## src/rtl/dsrl_pkg.sv

```systemverilog
`default_nettype none
package dsrl_pkg;
  localparam int DW   = 32;
  localparam int AW   = 8;
  localparam int SPW  = 16;
  localparam int PCW  = 12;
  localparam int ICW  = 5;
  localparam int SELW = 3;
  localparam int MDW  = 3;
  localparam int PSW  = 4;
  localparam int NPRE = 7;
  localparam int PAW  = 3;
  localparam int PRE_IDX_LSB = 2;
  localparam int SKIP_SHIFT  = 1;

  typedef logic signed [SPW-1:0] dsrl_speed_t;
  typedef logic [PCW-1:0]        dsrl_pct_t;
  typedef logic [SELW-1:0]       dsrl_sel_t;

  typedef enum logic [SELW-1:0] {
    FN_ENABLED    = 3'h0,
    FN_HEALTHY    = 3'h1,
    FN_AT_SPEED   = 3'h2,
    FN_ABOVE_ZERO = 3'h3,
    FN_SPEED_LIM  = 3'h4,
    FN_TORQUE_LIM = 3'h5,
    FN_AIN2_LIM   = 3'h6
  } dsrl_fn_e;

  typedef struct packed {
    logic [AW-1:0] addr;
    logic [DW-1:0] wdata;
    logic          wr;
    logic          rd;
  } dsrl_bus_s;

  typedef struct packed {
    logic        running;
    logic        fault;
    dsrl_speed_t motor_speed;
    dsrl_pct_t   speed_pct;
    dsrl_pct_t   torque_pct;
    dsrl_pct_t   ain2_pct;
  } dsrl_drive_s;

  // register byte offsets
  localparam logic [AW-1:0] OFS_IFC       = 8'h00;
  localparam logic [AW-1:0] OFS_MODE      = 8'h04;
  localparam logic [AW-1:0] OFS_RLY_SEL   = 8'h08;
  localparam logic [AW-1:0] OFS_RLY_POL   = 8'h0C;
  localparam logic [AW-1:0] OFS_DO_SEL    = 8'h10;
  localparam logic [AW-1:0] OFS_RLY_HI    = 8'h14;
  localparam logic [AW-1:0] OFS_RLY_LO    = 8'h18;
  localparam logic [AW-1:0] OFS_DO_HI     = 8'h1C;
  localparam logic [AW-1:0] OFS_DO_LO     = 8'h20;
  localparam logic [AW-1:0] OFS_MAX_SPD   = 8'h24;
  localparam logic [AW-1:0] OFS_MIN_SPD   = 8'h28;
  localparam logic [AW-1:0] OFS_ZERO_THR  = 8'h2C;
  localparam logic [AW-1:0] OFS_SKIP_CTR  = 8'h30;
  localparam logic [AW-1:0] OFS_SKIP_WID  = 8'h34;
  localparam logic [AW-1:0] OFS_PRE_SEL   = 8'h38;
  localparam logic [AW-1:0] OFS_PRE_BASE  = 8'h40;
  localparam logic [AW-1:0] OFS_PRE_LAST  = 8'h58;
  localparam logic [AW-1:0] OFS_STATUS    = 8'h60;
  localparam logic [AW-1:0] OFS_SETPOINT  = 8'h64;

  // limits and reset values
  localparam logic [ICW-1:0]  IFC_MAX       = 5'h16;
  localparam logic [MDW-1:0]  MODE_MAX      = 3'h4;
  localparam dsrl_pct_t       PCT_MAX       = 12'h7D0;
  localparam dsrl_pct_t       THR_DEF       = 12'h3E8;
  localparam dsrl_speed_t     MAX_SPEED_DEF = 16'sh01F4;
  localparam dsrl_speed_t     SPEED_ZERO    = 16'sh0000;
  localparam logic [PSW-1:0]  PRESET_FIRST  = 4'h2;
  localparam logic [PSW-1:0]  PRESET_LAST   = 4'h8;

  // status word bit positions
  localparam int ST_RELAY = 0;
  localparam int ST_COIL  = 1;
  localparam int ST_DOUT  = 2;
  localparam int ST_RHYST = 3;
  localparam int ST_DHYST = 4;
endpackage : dsrl_pkg
`default_nettype wire

```

## src/rtl/dsrl_top.sv

```systemverilog
`timescale 1ns/1ps
`default_nettype none
module dsrl_top (
  // clock and reset
  input  wire logic                    ref_clk,
  input  wire logic                    rst,
  // register port
  input  wire dsrl_pkg::dsrl_bus_s     bus,
  output logic [dsrl_pkg::DW-1:0]      rd_data,
  // drive state
  input  wire dsrl_pkg::dsrl_drive_s   drv,
  input  wire dsrl_pkg::dsrl_speed_t   demand_speed,
  // conditioned setpoint and input roles
  output dsrl_pkg::dsrl_speed_t        setpoint,
  output logic [dsrl_pkg::ICW-1:0]     input_function_code,
  output logic [dsrl_pkg::MDW-1:0]     primary_control_mode,
  // status outputs
  output logic                         relay_logic,
  output logic                         relay_coil,
  output logic                         dig_out
);
  import dsrl_pkg::*;

  function automatic dsrl_speed_t clamp_spd(input dsrl_speed_t v,
                                            input dsrl_speed_t lo,
                                            input dsrl_speed_t hi);
    dsrl_speed_t r;
    r = v;
    if (v < lo) r = lo;
    if (v > hi) r = hi;
    return r;
  endfunction : clamp_spd

  function automatic dsrl_speed_t abs_spd(input dsrl_speed_t v);
    return (v < SPEED_ZERO) ? -v : v;
  endfunction : abs_spd

  function automatic dsrl_pct_t pick_pct(input dsrl_sel_t code,
                                         input dsrl_drive_s d);
    dsrl_pct_t r;
    r = d.speed_pct;
    if (code == FN_TORQUE_LIM) r = d.torque_pct;
    if (code == FN_AIN2_LIM) r = d.ain2_pct;
    return r;
  endfunction : pick_pct

  function automatic logic fn_level(input dsrl_sel_t code,
                                    input logic hyst,
                                    input logic running,
                                    input logic fault,
                                    input logic at_speed,
                                    input logic above_zero);
    logic r;
    r = 1'b0;
    unique case (code)
      FN_ENABLED:    r = running;
      FN_HEALTHY:    r = !fault;
      FN_AT_SPEED:   r = at_speed;
      FN_ABOVE_ZERO: r = above_zero;
      FN_SPEED_LIM,
      FN_TORQUE_LIM,
      FN_AIN2_LIM:   r = hyst;
      default:       r = 1'b0;
    endcase
    return r;
  endfunction : fn_level

  // software settings
  dsrl_sel_t      relay_function_selector;
  dsrl_sel_t      digital_output_selector;
  logic           relay_polarity;
  dsrl_pct_t      relay_high_threshold;
  dsrl_pct_t      relay_low_threshold;
  dsrl_pct_t      digital_output_high_threshold;
  dsrl_pct_t      digital_output_low_threshold;
  dsrl_speed_t    maximum_speed;
  dsrl_speed_t    minimum_speed;
  dsrl_speed_t    zero_speed_threshold;
  dsrl_speed_t    skip_band_centre;
  dsrl_speed_t    skip_band_width;
  logic [PSW-1:0] preset_select;
  logic [DW-1:0]  reg_rd_q;
  logic           mem_rd_sel;

  // address decode
  logic wr_ifc;
  logic wr_mode;
  logic wr_rsel;
  logic wr_rpol;
  logic wr_dsel;
  logic wr_rhi;
  logic wr_rlo;
  logic wr_dhi;
  logic wr_dlo;
  logic wr_max;
  logic wr_min;
  logic wr_zthr;
  logic wr_sctr;
  logic wr_swid;
  logic wr_psel;
  logic pre_hit;
  logic wr_pre;

  assign wr_ifc  = bus.wr && bus.addr == OFS_IFC;
  assign wr_mode = bus.wr && bus.addr == OFS_MODE;
  assign wr_rsel = bus.wr && bus.addr == OFS_RLY_SEL;
  assign wr_rpol = bus.wr && bus.addr == OFS_RLY_POL;
  assign wr_dsel = bus.wr && bus.addr == OFS_DO_SEL;
  assign wr_rhi  = bus.wr && bus.addr == OFS_RLY_HI;
  assign wr_rlo  = bus.wr && bus.addr == OFS_RLY_LO;
  assign wr_dhi  = bus.wr && bus.addr == OFS_DO_HI;
  assign wr_dlo  = bus.wr && bus.addr == OFS_DO_LO;
  assign wr_max  = bus.wr && bus.addr == OFS_MAX_SPD;
  assign wr_min  = bus.wr && bus.addr == OFS_MIN_SPD;
  assign wr_zthr = bus.wr && bus.addr == OFS_ZERO_THR;
  assign wr_sctr = bus.wr && bus.addr == OFS_SKIP_CTR;
  assign wr_swid = bus.wr && bus.addr == OFS_SKIP_WID;
  assign wr_psel = bus.wr && bus.addr == OFS_PRE_SEL;
  assign pre_hit = bus.addr >= OFS_PRE_BASE && bus.addr <= OFS_PRE_LAST
                   && bus.addr[PRE_IDX_LSB-1:0] == '0;
  assign wr_pre  = bus.wr && pre_hit;

  // write values, clamped to their legal ranges
  logic [PAW-1:0]  pre_idx;
  dsrl_speed_t     wr_spd;
  dsrl_pct_t       wr_pct;
  logic [ICW-1:0]  next_ifc;
  logic [MDW-1:0]  next_mode;
  dsrl_speed_t     next_max;
  dsrl_speed_t     next_min;
  dsrl_speed_t     next_zthr;
  dsrl_speed_t     next_sctr;
  dsrl_speed_t     next_swid;
  dsrl_speed_t     next_preset;
  dsrl_speed_t     neg_max;

  assign pre_idx     = PAW'((bus.addr - OFS_PRE_BASE) >> PRE_IDX_LSB);
  assign wr_spd      = dsrl_speed_t'(bus.wdata[SPW-1:0]);
  assign wr_pct      = (bus.wdata > DW'(PCT_MAX)) ? PCT_MAX : bus.wdata[PCW-1:0];
  assign next_ifc    = (bus.wdata > DW'(IFC_MAX)) ? IFC_MAX
                                                  : bus.wdata[ICW-1:0];
  assign next_mode   = (bus.wdata > DW'(MODE_MAX)) ? MODE_MAX
                                                   : bus.wdata[MDW-1:0];
  assign neg_max     = -maximum_speed;
  assign next_max    = (wr_spd < SPEED_ZERO) ? SPEED_ZERO : wr_spd;
  assign next_min    = clamp_spd(wr_spd, SPEED_ZERO, maximum_speed);
  assign next_zthr   = clamp_spd(wr_spd, SPEED_ZERO, maximum_speed);
  assign next_sctr   = clamp_spd(wr_spd, minimum_speed, maximum_speed);
  assign next_swid   = clamp_spd(wr_spd, SPEED_ZERO, maximum_speed);
  assign next_preset = clamp_spd(wr_spd, neg_max, maximum_speed);

  // a low level above the high level would leave no band where the state holds, so it is capped
  always_ff @(posedge ref_clk) begin
    if (rst) begin
      relay_high_threshold <= THR_DEF;
      relay_low_threshold  <= THR_DEF;
    end else if (wr_rhi) begin
      relay_high_threshold <= wr_pct;
      if (relay_low_threshold > wr_pct) relay_low_threshold <= wr_pct;
    end else if (wr_rlo) begin
      relay_low_threshold  <= (wr_pct > relay_high_threshold)
                              ? relay_high_threshold : wr_pct;
    end
  end

  always_ff @(posedge ref_clk) begin
    if (rst) begin
      digital_output_high_threshold <= THR_DEF;
      digital_output_low_threshold  <= THR_DEF;
    end else if (wr_dhi) begin
      digital_output_high_threshold <= wr_pct;
      if (digital_output_low_threshold > wr_pct) begin
        digital_output_low_threshold <= wr_pct;
      end
    end else if (wr_dlo) begin
      digital_output_low_threshold  <= (wr_pct > digital_output_high_threshold)
                                       ? digital_output_high_threshold : wr_pct;
    end
  end

  always_ff @(posedge ref_clk) begin
    if (rst) begin
      input_function_code     <= '0;
      primary_control_mode    <= '0;
      relay_function_selector <= FN_ENABLED;
      digital_output_selector <= FN_ENABLED;
      relay_polarity          <= 1'b0;
      preset_select           <= '0;
    end else begin
      if (wr_ifc)  input_function_code     <= next_ifc;
      if (wr_mode) primary_control_mode    <= next_mode;
      if (wr_rsel) relay_function_selector <= bus.wdata[SELW-1:0];
      if (wr_dsel) digital_output_selector <= bus.wdata[SELW-1:0];
      if (wr_rpol) relay_polarity          <= bus.wdata[0];
      if (wr_psel) preset_select           <= bus.wdata[PSW-1:0];
    end
  end

  always_ff @(posedge ref_clk) begin
    if (rst) begin
      maximum_speed        <= MAX_SPEED_DEF;
      minimum_speed        <= SPEED_ZERO;
      zero_speed_threshold <= SPEED_ZERO;
      skip_band_centre     <= SPEED_ZERO;
      skip_band_width      <= SPEED_ZERO;
    end else begin
      if (wr_max)  maximum_speed        <= next_max;
      if (wr_min)  minimum_speed        <= next_min;
      if (wr_zthr) zero_speed_threshold <= next_zthr;
      if (wr_sctr) skip_band_centre     <= next_sctr;
      if (wr_swid) skip_band_width      <= next_swid;
    end
  end

  // preset store
  logic           preset_active;
  logic [PAW-1:0] run_idx;
  dsrl_speed_t    pre_bus_q;
  dsrl_speed_t    pre_run_q;

  assign preset_active = preset_select >= PRESET_FIRST
                         && preset_select <= PRESET_LAST;
  assign run_idx       = PAW'(preset_select - PRESET_FIRST);

  dsrl_preset_mem u_presets (
    .ref_clk (ref_clk),
    .rst     (rst),
    .wr_en   (wr_pre),
    .wr_idx  (pre_idx),
    .wr_data (next_preset),
    .a_idx   (pre_idx),
    .a_q     (pre_bus_q),
    .b_idx   (run_idx),
    .b_q     (pre_run_q)
  );

  // setpoint conditioning; a later drop of the maximum is applied here too
  dsrl_speed_t demand_src;
  dsrl_speed_t demand_lim;
  dsrl_speed_t dem_mag;
  dsrl_speed_t band_half;
  dsrl_speed_t band_lo;
  dsrl_speed_t band_hi;
  logic        in_band;
  logic        take_lo;
  dsrl_speed_t mag_out;
  dsrl_speed_t next_setpoint;

  assign demand_src    = preset_active ? pre_run_q : demand_speed;
  assign demand_lim    = clamp_spd(demand_src, neg_max, maximum_speed);
  assign dem_mag       = abs_spd(demand_lim);
  assign band_half     = skip_band_width >>> SKIP_SHIFT;
  assign band_lo       = skip_band_centre - band_half;
  assign band_hi       = skip_band_centre + band_half;
  assign in_band       = skip_band_width != SPEED_ZERO
                         && dem_mag > band_lo && dem_mag < band_hi;
  assign take_lo       = band_lo >= SPEED_ZERO
                         && (dem_mag - band_lo) <= (band_hi - dem_mag);
  assign mag_out       = in_band ? (take_lo ? band_lo : band_hi) : dem_mag;
  assign next_setpoint = (demand_lim < SPEED_ZERO) ? -mag_out : mag_out;

  // status functions
  logic      at_speed;
  logic      above_zero;
  logic      rly_cmp_en;
  logic      do_cmp_en;
  dsrl_pct_t rly_level;
  dsrl_pct_t do_level;
  logic      rly_hyst_q;
  logic      do_hyst_q;
  logic      next_relay_logic;
  logic      next_dig_out;

  assign at_speed   = drv.motor_speed == setpoint;
  assign above_zero = abs_spd(drv.motor_speed) > zero_speed_threshold;
  assign rly_cmp_en = relay_function_selector >= FN_SPEED_LIM
                      && relay_function_selector <= FN_AIN2_LIM;
  assign do_cmp_en  = digital_output_selector >= FN_SPEED_LIM
                      && digital_output_selector <= FN_AIN2_LIM;
  assign rly_level  = pick_pct(relay_function_selector, drv);
  assign do_level   = pick_pct(digital_output_selector, drv);

  dsrl_hyst u_rly_hyst (
    .ref_clk (ref_clk),
    .rst     (rst),
    .enable  (rly_cmp_en),
    .level   (rly_level),
    .high    (relay_high_threshold),
    .low     (relay_low_threshold),
    .state   (rly_hyst_q)
  );

  dsrl_hyst u_do_hyst (
    .ref_clk (ref_clk),
    .rst     (rst),
    .enable  (do_cmp_en),
    .level   (do_level),
    .high    (digital_output_high_threshold),
    .low     (digital_output_low_threshold),
    .state   (do_hyst_q)
  );

  assign next_relay_logic = fn_level(relay_function_selector, rly_hyst_q,
                                     drv.running, drv.fault, at_speed, above_zero);
  assign next_dig_out     = fn_level(digital_output_selector, do_hyst_q,
                                     drv.running, drv.fault, at_speed, above_zero);

  // coil stays off in reset, so the contacts open whenever logic is unpowered
  always_ff @(posedge ref_clk) begin
    if (rst) begin
      relay_logic <= 1'b0;
      relay_coil  <= 1'b0;
      dig_out     <= 1'b0;
      setpoint    <= SPEED_ZERO;
    end else begin
      relay_logic <= next_relay_logic;
      relay_coil  <= next_relay_logic ^ relay_polarity;
      dig_out     <= next_dig_out;
      setpoint    <= next_setpoint;
    end
  end

  // read path
  logic [DW-1:0] status_word;
  logic [DW-1:0] next_rd;

  assign status_word = DW'({do_hyst_q, rly_hyst_q, dig_out, relay_coil, relay_logic});
  assign next_rd =
      (bus.addr == OFS_IFC)      ? DW'(input_function_code) :
      (bus.addr == OFS_MODE)     ? DW'(primary_control_mode) :
      (bus.addr == OFS_RLY_SEL)  ? DW'(relay_function_selector) :
      (bus.addr == OFS_RLY_POL)  ? DW'(relay_polarity) :
      (bus.addr == OFS_DO_SEL)   ? DW'(digital_output_selector) :
      (bus.addr == OFS_RLY_HI)   ? DW'(relay_high_threshold) :
      (bus.addr == OFS_RLY_LO)   ? DW'(relay_low_threshold) :
      (bus.addr == OFS_DO_HI)    ? DW'(digital_output_high_threshold) :
      (bus.addr == OFS_DO_LO)    ? DW'(digital_output_low_threshold) :
      (bus.addr == OFS_MAX_SPD)  ? DW'(unsigned'(maximum_speed)) :
      (bus.addr == OFS_MIN_SPD)  ? DW'(unsigned'(minimum_speed)) :
      (bus.addr == OFS_ZERO_THR) ? DW'(unsigned'(zero_speed_threshold)) :
      (bus.addr == OFS_SKIP_CTR) ? DW'(unsigned'(skip_band_centre)) :
      (bus.addr == OFS_SKIP_WID) ? DW'(unsigned'(skip_band_width)) :
      (bus.addr == OFS_PRE_SEL)  ? DW'(preset_select) :
      (bus.addr == OFS_STATUS)   ? status_word :
      (bus.addr == OFS_SETPOINT) ? DW'(unsigned'(setpoint)) : '0;

  // presets come from the store's own output register, picked one cycle on
  always_ff @(posedge ref_clk) begin
    if (rst) begin
      reg_rd_q   <= '0;
      mem_rd_sel <= 1'b0;
    end else begin
      reg_rd_q   <= bus.rd ? next_rd : '0;
      mem_rd_sel <= bus.rd && pre_hit;
    end
  end

  assign rd_data = mem_rd_sel ? DW'(unsigned'(pre_bus_q)) : reg_rd_q;
endmodule : dsrl_top
`default_nettype wire

```

## src/rtl/dsrl_hyst.sv

```systemverilog
`timescale 1ns/1ps
`default_nettype none
module dsrl_hyst (
  // clock and reset
  input  wire logic               ref_clk,
  input  wire logic               rst,
  // comparator
  input  wire logic               enable,
  input  wire dsrl_pkg::dsrl_pct_t level,
  input  wire dsrl_pkg::dsrl_pct_t high,
  input  wire dsrl_pkg::dsrl_pct_t low,
  output logic                    state
);
  import dsrl_pkg::*;

  logic set_hit;
  logic clr_hit;

  assign set_hit = level > high;
  assign clr_hit = level < low;

  // between the two levels nothing fires, so the state holds
  always_ff @(posedge ref_clk) begin
    if (rst || !enable) begin
      state <= 1'b0;
    end else if (set_hit) begin
      state <= 1'b1;
    end else if (clr_hit) begin
      state <= 1'b0;
    end
  end
endmodule : dsrl_hyst
`default_nettype wire

```

## src/rtl/dsrl_preset_mem.sv

```systemverilog
`timescale 1ns/1ps
`default_nettype none
module dsrl_preset_mem (
  // clock and reset
  input  wire logic                      ref_clk,
  input  wire logic                      rst,
  // write port
  input  wire logic                      wr_en,
  input  wire logic [dsrl_pkg::PAW-1:0]  wr_idx,
  input  wire dsrl_pkg::dsrl_speed_t     wr_data,
  // registered read ports
  input  wire logic [dsrl_pkg::PAW-1:0]  a_idx,
  output dsrl_pkg::dsrl_speed_t          a_q,
  input  wire logic [dsrl_pkg::PAW-1:0]  b_idx,
  output dsrl_pkg::dsrl_speed_t          b_q
);
  import dsrl_pkg::*;

  dsrl_speed_t mem [NPRE];

  genvar gi;
  generate
    for (gi = 0; gi < NPRE; gi++) begin : g_entry
      always_ff @(posedge ref_clk) begin
        if (rst) begin
          mem[gi] <= SPEED_ZERO;
        end else if (wr_en && wr_idx == PAW'(gi)) begin
          mem[gi] <= wr_data;
        end
      end
    end
  endgenerate

  always_ff @(posedge ref_clk) begin
    if (rst) begin
      a_q <= SPEED_ZERO;
      b_q <= SPEED_ZERO;
    end else begin
      a_q <= (int'(a_idx) < NPRE) ? mem[a_idx] : SPEED_ZERO;
      b_q <= (int'(b_idx) < NPRE) ? mem[b_idx] : SPEED_ZERO;
    end
  end
endmodule : dsrl_preset_mem
`default_nettype wire

```

## config.mk

```make
export PLATFORM = sky130hd
export DESIGN_NAME = dsrl_top
export DESIGN_NICKNAME = d
export VERILOG_FILES = /design/src/rtl/dsrl_pkg.sv /design/src/rtl/dsrl_top.sv /design/src/rtl/dsrl_hyst.sv /design/src/rtl/dsrl_preset_mem.sv
export SDC_FILE = /design/constraint.sdc
export NUM_CORES = 1
export LEC_CHECK = 0
export ABC_AREA = 1
export ABC_CLOCK_PERIOD_IN_PS = 10600
export BUFFER_PORTS_ARGS = -buffer_cell sky130_fd_sc_hd__buf_2
export CAP_MARGIN = 30
export CORE_UTILIZATION = 56
export CTS_CLUSTER_SIZE = 16
export DETAILED_ROUTE_END_ITERATION = 7
export PLACE_DENSITY = 0.82
export SYNTH_ARGS = -nofsm -noshare
export SYNTH_HDL_FRONTEND = slang
export SYNTH_SLANG_ARGS = --single-unit
```

## constraint.sdc

```tcl
create_clock -name ref_clk -period 10.6 [get_ports ref_clk]
set_input_delay 3.18 -clock ref_clk [delete_from_list [all_inputs] [get_ports ref_clk]]
set_output_delay 3.18 -clock ref_clk [all_outputs]
set_load 0.01 [all_outputs]
```

==> metrics.txt, run 1 <==
outcome completed; post-route ant nets 0; Post-Place Cells 4179; CP Class in -> reg; height of the chip 214 um; cell mode on critical path nand2_1; vias post-DR 25900; vias in the first global route 23800; Critical Path Source Type primary input; Syn Std Cell Area 25200 um^2; LEAKAGE 0.0133 uW; core footprint 44300 um^2; top cells by area, synth dfxtp_1, edfxtp_1, ha_1, nand2_1, o21ai_0; Hold Crit Class reg -> reg; WP data required 11.06 ns; die area 45800 um^2; Synth async-reset ratio 0%; number of synthesized flops with an enable pin 112; worst slack, placed -0.368 ns; Post-CTS Hold Buffers 0; Worst Slack Setup Final 0.665 ns; Crit-path slowest cell a2111oi_2; max-slew violations 0; Worst path max stage delay 0.31 ns; top cell type's share of synthesized area 16.9%; hpwl dp 65300 um; pwr dens 121 nW/um^2; post-synthesis register bit count 325; drt via density 6.09; CTS Buffer Depth 3; CP endpoint kind flip-flop; Pre-antenna DRT Iters 6; CP max FO 6; final setup fails 0; Slew Limit Headroom 28.2%; fin crit period 9.94 ns; ys flop type dfxtp_1; insertion delay to the later sink of the worst-skew pair 0.59 ns; cell taking the most area after synthesis dfxtp_1; largest net degree at the start of global routing 72; most common cell in the netlist nand2_1; Final Hold Fails 0; TritonCTS buffer count 36; Die Wd 214 um; first-pass GRT wire length 131000 um; Final period util 93.7%; total negative setup slack 0 ns; Routed WL 86000 um; Yosys Warn Count 0; clk sink count 325; Root Buffer clkbuf_16; IO Pins 173; share of layout cells above drive strength 1 11.7%; post-route cell area 28300 um^2; # rows 77; Worst IR Drop VDD 141 uV; Setup Skew 0.0396 ns; DRC Markers 0; CTS tree built; Worst EP arrival 10.40 ns; initial core utilization 56.8%; Seq/Total Area, Yosys 30.3%; htree depth 2; DP Area 27000 um^2; initial antenna violation count 3; Max Clock Freq 101 MHz; routed len/inst 20.2 um; port buffer count 156; Layout Utilization 63.8%; area grow syn2layout 12.2%; total gr overflow 0; top cell types by occurrence after synthesis nand2_1, inv_1, o21ai_0; Clock transition at path regs 0.06 ns; mean area per synthesized cell 7.30 um^2; routability congestion estimate 1.07; Tot GR Track Use 36.3%; Netlist cell types 65; Final Non-Filler Cells 4250; worst slew pin tran 1.07 ns; max cap viols 0; Initial DRC Count 3324; cell count after synthesis 3453; Total Nets Final 4012; Fillers 3941
cell type report:
cell class              count  area [um^2]  share of cell area (%)
well taps                 592          741                    2.62
clock buffers              47          992                    3.51
diodes                      2         5.00                  0.0177
flip-flops and latches    325         7630                    27.0
repair buffers            269         1660                    5.86
multi-input cells        2512        15200                    53.9
inverters                 485         1830                    6.47
clock inverters            18          190                   0.673
registers in the layout (all words and copies together), names as in the netlist, 15 cells and up:
register	flops
skip_band_width	15
zero_speed_threshold	15
skip_band_centre	16
maximum_speed	15
u_presets.b_q	16
minimum_speed	15
u_presets.a_q	16
u_presets.mem	112
setpoint	16
reg_rd_q	16
cell families (layout without fill, tap and decap cells):
group | Yosys count | count (layout) | share of synthesized area, %
buffers and inverters | 634 | 819 | 9.87
AO/OA/AOI/OAI | 966 | 966 | 22.7
AND/OR/NAND/NOR | 1135 | 1135 | 19.2
adder cells (fa/ha/maj) | 269 | 269 | 13.5
flip-flops | 325 | 325 | 30.3
XOR/XNOR | 102 | 102 | 3.58
multiplexers | 20 | 20 | 0.874
other | 2 | 22 | 0.0298
timing repair:
action,4_1_cts,5_1_grt
setup buffers,0,3
resized for setup,0,31
endpoints found under the setup margin,0,15
hold endpoints to repair,0,0
stage by stage:
stage                     power, uW  hold slack, ns
after floorplan                1850           0.443
after global routing           3550           0.510
after CTS                      3380           0.479
after detailed placement       2130           0.470
after global placement         2120           0.461
final                          3420           0.480
worst max-delay path, delay by kind of cell:
kind,cells,cell delay (ns)
AND/OR/NAND/NOR,24,2.44
AO/OA/AOI/OAI,18,2.29
adder cells (fa/ha/maj),4,0.99
buffers and inverters,9,0.98
XOR/XNOR,3,0.50
cells in the final DEF (no fill, tap or decap), drive strengths merged, types with 5 or more instances in the layout:
master   count
nor2       352
dfxtp      213
nand4       39
o21bai      18
xnor2       18
a221oi      33
o21ai      372
mux2        16
xor2        84
a311oi      18
nand3      122
a21oi      288
nor4        12
nand2      559
o21a         5
clkinv      19
edfxtp     112
a22oi       22
ha         265
o221ai      18
clkbuf      47
a211oi      28
o22ai        7
inv        480
o211ai      95
conb        20
and2         5
a31oi       23
o2111ai     13
nor3        35
buf        269
worst paths after layout:
| kind | slack [ns] | from | depth (start not counted) | endpoint |
|---|---|---|---|---|
| max | 0.66 | demand_speed[11] | 58 | setpoint[15]$_SDFF_PP0_ |
| max reg2reg | 1.33 | maximum_speed[1]$_SDFFE_PP0P_ | 61 | setpoint[15]$_SDFF_PP0_ |
| min reg2reg | 0.48 | digital_output_high_threshold[11]$_SDFFE_PP0P_ | 2 | digital_output_high_threshold[11]$_SDFFE_PP0P_ |
| min | 0.48 | digital_output_high_threshold[11]$_SDFFE_PP0P_ | 2 | digital_output_high_threshold[11]$_SDFFE_PP0P_ |
metal layers:
layer	global-route usage, %	vias to the layer above	routed length, um
met3	6.70	363	9480
met5	0	-	24
met2	57.0	1610	37500
li1	-	12200	-
met4	22.0	4	5800
met1	46.5	11700	33100
power breakdown:
part           leakage (uW)  internal, uW  switching [uW]
Clock              0.000575           718             547
Combinational       0.00983           317             489
Sequential          0.00290          1320            28.2
Total                0.0133          2350            1060
Note: power is estimated with default switching activity, not from simulation.
==> run 2: changes to the inputs <==
--- a/config.mk
+++ b/config.mk
@@ -12,7 +12,9 @@
 export CORE_UTILIZATION = 56
 export CTS_CLUSTER_SIZE = 16
 export DETAILED_ROUTE_END_ITERATION = 7
+export MAX_ROUTING_LAYER = met4
 export PLACE_DENSITY = 0.82
+export SKIP_LAST_GASP = 1
 export SYNTH_ARGS = -nofsm -noshare
 export SYNTH_HDL_FRONTEND = slang
 export SYNTH_SLANG_ARGS = --single-unit
==> run 2 against run 1 <==
Net effect:
- register-to-register slack worse by 0.11 ns
- first-iteration DRC count up 1.3%
- critical path depth down 2
- utilization up 0.23 points
- hold slack worse by 0.0077 ns
==> metrics.txt, run 2 (same netlist as run 1, synthesis figures left out) <==
Max Clock Freq 99.4 MHz (-1.3%); outcome completed; hold wc startpoint relay_high_threshold[11]$_SDFFE_PP0P_; combinational power share 24.0% (+0.4 points); insertion delay to the later sink of the worst-skew pair 0.57 ns (-0.02 ns); Net Sw Frac 30.9% (-0.21 points); area grow syn2layout 12.6%; Final Non-Filler Cells 4253 (+0.071%); Final period util 95.0% (+1.2 points); Die Wd 214 um (unchanged); initial core utilization 56.8% (unchanged); Crit-path slowest cell a2111oi_1; vias post-DR 25900 (-0.031%); CTS tree built; Total Nets Final 4019 (+0.17%); drt via density 6.08 (-0.10%); Tot GR Track Use 38.1% (+1.8 points); final setup fails 0 (unchanged); height of the chip 214 um (unchanged); routability congestion estimate 1.08 (+1.2%); routed len/inst 20.5 um (+1.1%); commonest non-fill, non-tap cell in the layout nand2_1; clk sink count 325 (unchanged); worst reg2reg startpoint maximum_speed[1]$_SDFFE_PP0P_; Critical Path Source Type primary input; core footprint 44300 um^2 (unchanged); port buffer count 156 (unchanged); Worst Slack Setup Final 0.535 ns (-0.130 ns); post-route ant nets 0 (unchanged); R2R Setup Slk 1.22 ns (-0.11 ns); Reg2Reg Depth 62 (+1.6%); hpwl dp 65900 um (+0.94%); Hold Path End relay_high_threshold[11]$_SDFFE_PP0P_; WP data required 11.06 ns (about the same); # rows 77 (unchanged); Routed WL 87000 um (+1.2%); CP Class in -> reg; die area 45800 um^2 (unchanged); sequential share of power 39.1% (-0.3 points); Pre-antenna DRT Iters 7 (+1); cell mode on critical path nand2_1; largest register by flop count u_presets.mem; hold path depth 2 (unchanged); Pint 2370 uW (+0.91%); largest net degree at the start of global routing 72 (unchanged); reg-to-reg endpoint setpoint[15]$_SDFF_PP0_; CTS Buffer Depth 3 (unchanged); Initial DRC Count 3366 (+1.3%); Final Hold Fails 0 (unchanged); max cap viols 0 (unchanged); Net Sw Power 1060 uW (about the same); Slew Limit Headroom 14.6% (-14 points); highest-count cells in the layout ignoring fill and taps nand2_1, inv_1, o21ai_0, nor2_1, a21oi_1; DP Area 27000 um^2 (+0.14%); Post-Place Cells 4180 (+0.024%); fin crit period 10.07 ns (+0.130 ns); DRC Markers 0 (unchanged); max reg flops 112 (unchanged); htree depth 2 (unchanged); worst slack, placed -0.224 ns (+0.144 ns); Hold WS 0.472 ns (-0.00767 ns); post-route cell area 28400 um^2 (+0.35%); first-pass GRT wire length 133000 um (+1.6%); LEAKAGE 0.0134 uW (+0.32%); Root Buffer clkbuf_16; worst slew pin tran 1.27 ns (+0.203 ns); Post-CTS Hold Buffers 0 (unchanged); Clock transition at path regs 0.06 ns (about the same); TritonCTS buffer count 35 (-2.8%); CP max FO 6 (unchanged); Worst path max stage delay 0.38 ns (+0.07 ns); Worst EP arrival 10.53 ns (+0.13 ns); Worst IR Drop VDD 159 uV (+13%); Setup Skew 0.0280 ns (-0.0116 ns); IO Pins 173 (unchanged); max-slew violations 0 (unchanged); pwr dens 121 nW/um^2 (+0.26%); vias in the first global route 23900 (+0.34%); total negative setup slack 0 ns (unchanged); CP endpoint kind flip-flop; share of layout cells above drive strength 1 12.0% (+0.26 points); clock power share 36.9% (about the same); initial antenna violation count 1 (-2); total gr overflow 0 (unchanged); Hold Crit Class reg -> reg
run 2: changes by cell type in the layout (fill, tap and decap cells not counted), moves of 2 or more:
cell,previous run,this run
buf_4,109,114
o21ai_2,6,9
nor2_2,11,9
nor2_4,2,4
bufinv_16,2,4
o21ai_1,23,20
clkinv_1,11,9
clkbuf_8,5,3
a21oi_1,285,283
buf_8,1,3
a21oi_2,3,5
run 2: layout make-up:
class / instances / area, um^2
diodes: 1 / 2.50
inverters: 485 / 1830
well taps: 592 / 741
flip-flops and latches: 325 / 7630
clock buffers: 45 / 943
repair buffers: 276 / 1740
clock inverters: 16 / 216
multi-input cells: 2512 / 15300
fillers: 3929 / 15900
repair inverters: 1 / 7.51
run 2: power groups by stage:
| stage | Clock, uW | Sequential [uW] | Combinational (uW) |
|---|---|---|---|
| after floorplan | 0 | 1360 | 489 |
| after global placement | 0 | 1370 | 755 |
| after detailed placement | 0 | 1370 | 767 |
| after CTS | 1270 | 1340 | 771 |
| after global routing | 1310 | 1350 | 912 |
| final | 1270 | 1350 | 825 |
run 2: critical path, delay by kind of cell:
family                     cells  cell delay, ns
AOI/OAI and AO/OA             21            2.77
xor gates and xnor gates       3            0.48
adders and majority gates      4            0.97
buffers and inverters          8            0.81
and+or+nand+nor               20            2.28
run 2: through the flow:
step,utilization [%],power (uW)
CTS,63.6,3380
finish,64.0,3440
global placement,60.8,2130
global route,64.0,3570
floorplan,-,1850
detailed placement,61.0,2140
run 2: worst max-delay path by stage:
stage	end	cells after the start	start	slack, ns
6_report	setpoint[15]$_SDFF_PP0_	56	demand_speed[10]	0.53
3_3_place_gp	setpoint[15]$_SDFF_PP0_	58	demand_speed[11]	-0.07
3_5_place_dp	setpoint[8]$_SDFF_PP0_	59	demand_speed[11]	-0.22
5_1_grt	setpoint[13]$_SDFF_PP0_	58	demand_speed[10]	-0.08
4_1_cts	setpoint[8]$_SDFF_PP0_	59	demand_speed[11]	0.34
2_1_floorplan	setpoint[12]$_SDFF_PP0_	53	demand_speed[11]	0.02
run 2: what timing repair did:
item / CTS / global route
setup buffers: 0 / 9
gates resized for setup: 0 / 39
setup endpoints to repair: 0 / 15
run 2: per-layer routing:
metal | GRT usage [%] | vias up | wire, um
met5 | - | - | 0
met4 | 21.8 | 0 | 5570
met3 | 6.24 | 367 | 9070
met2 | 58.9 | 1574 | 38400
met1 | 47.2 | 11700 | 33900
li1 | - | 12200 | -
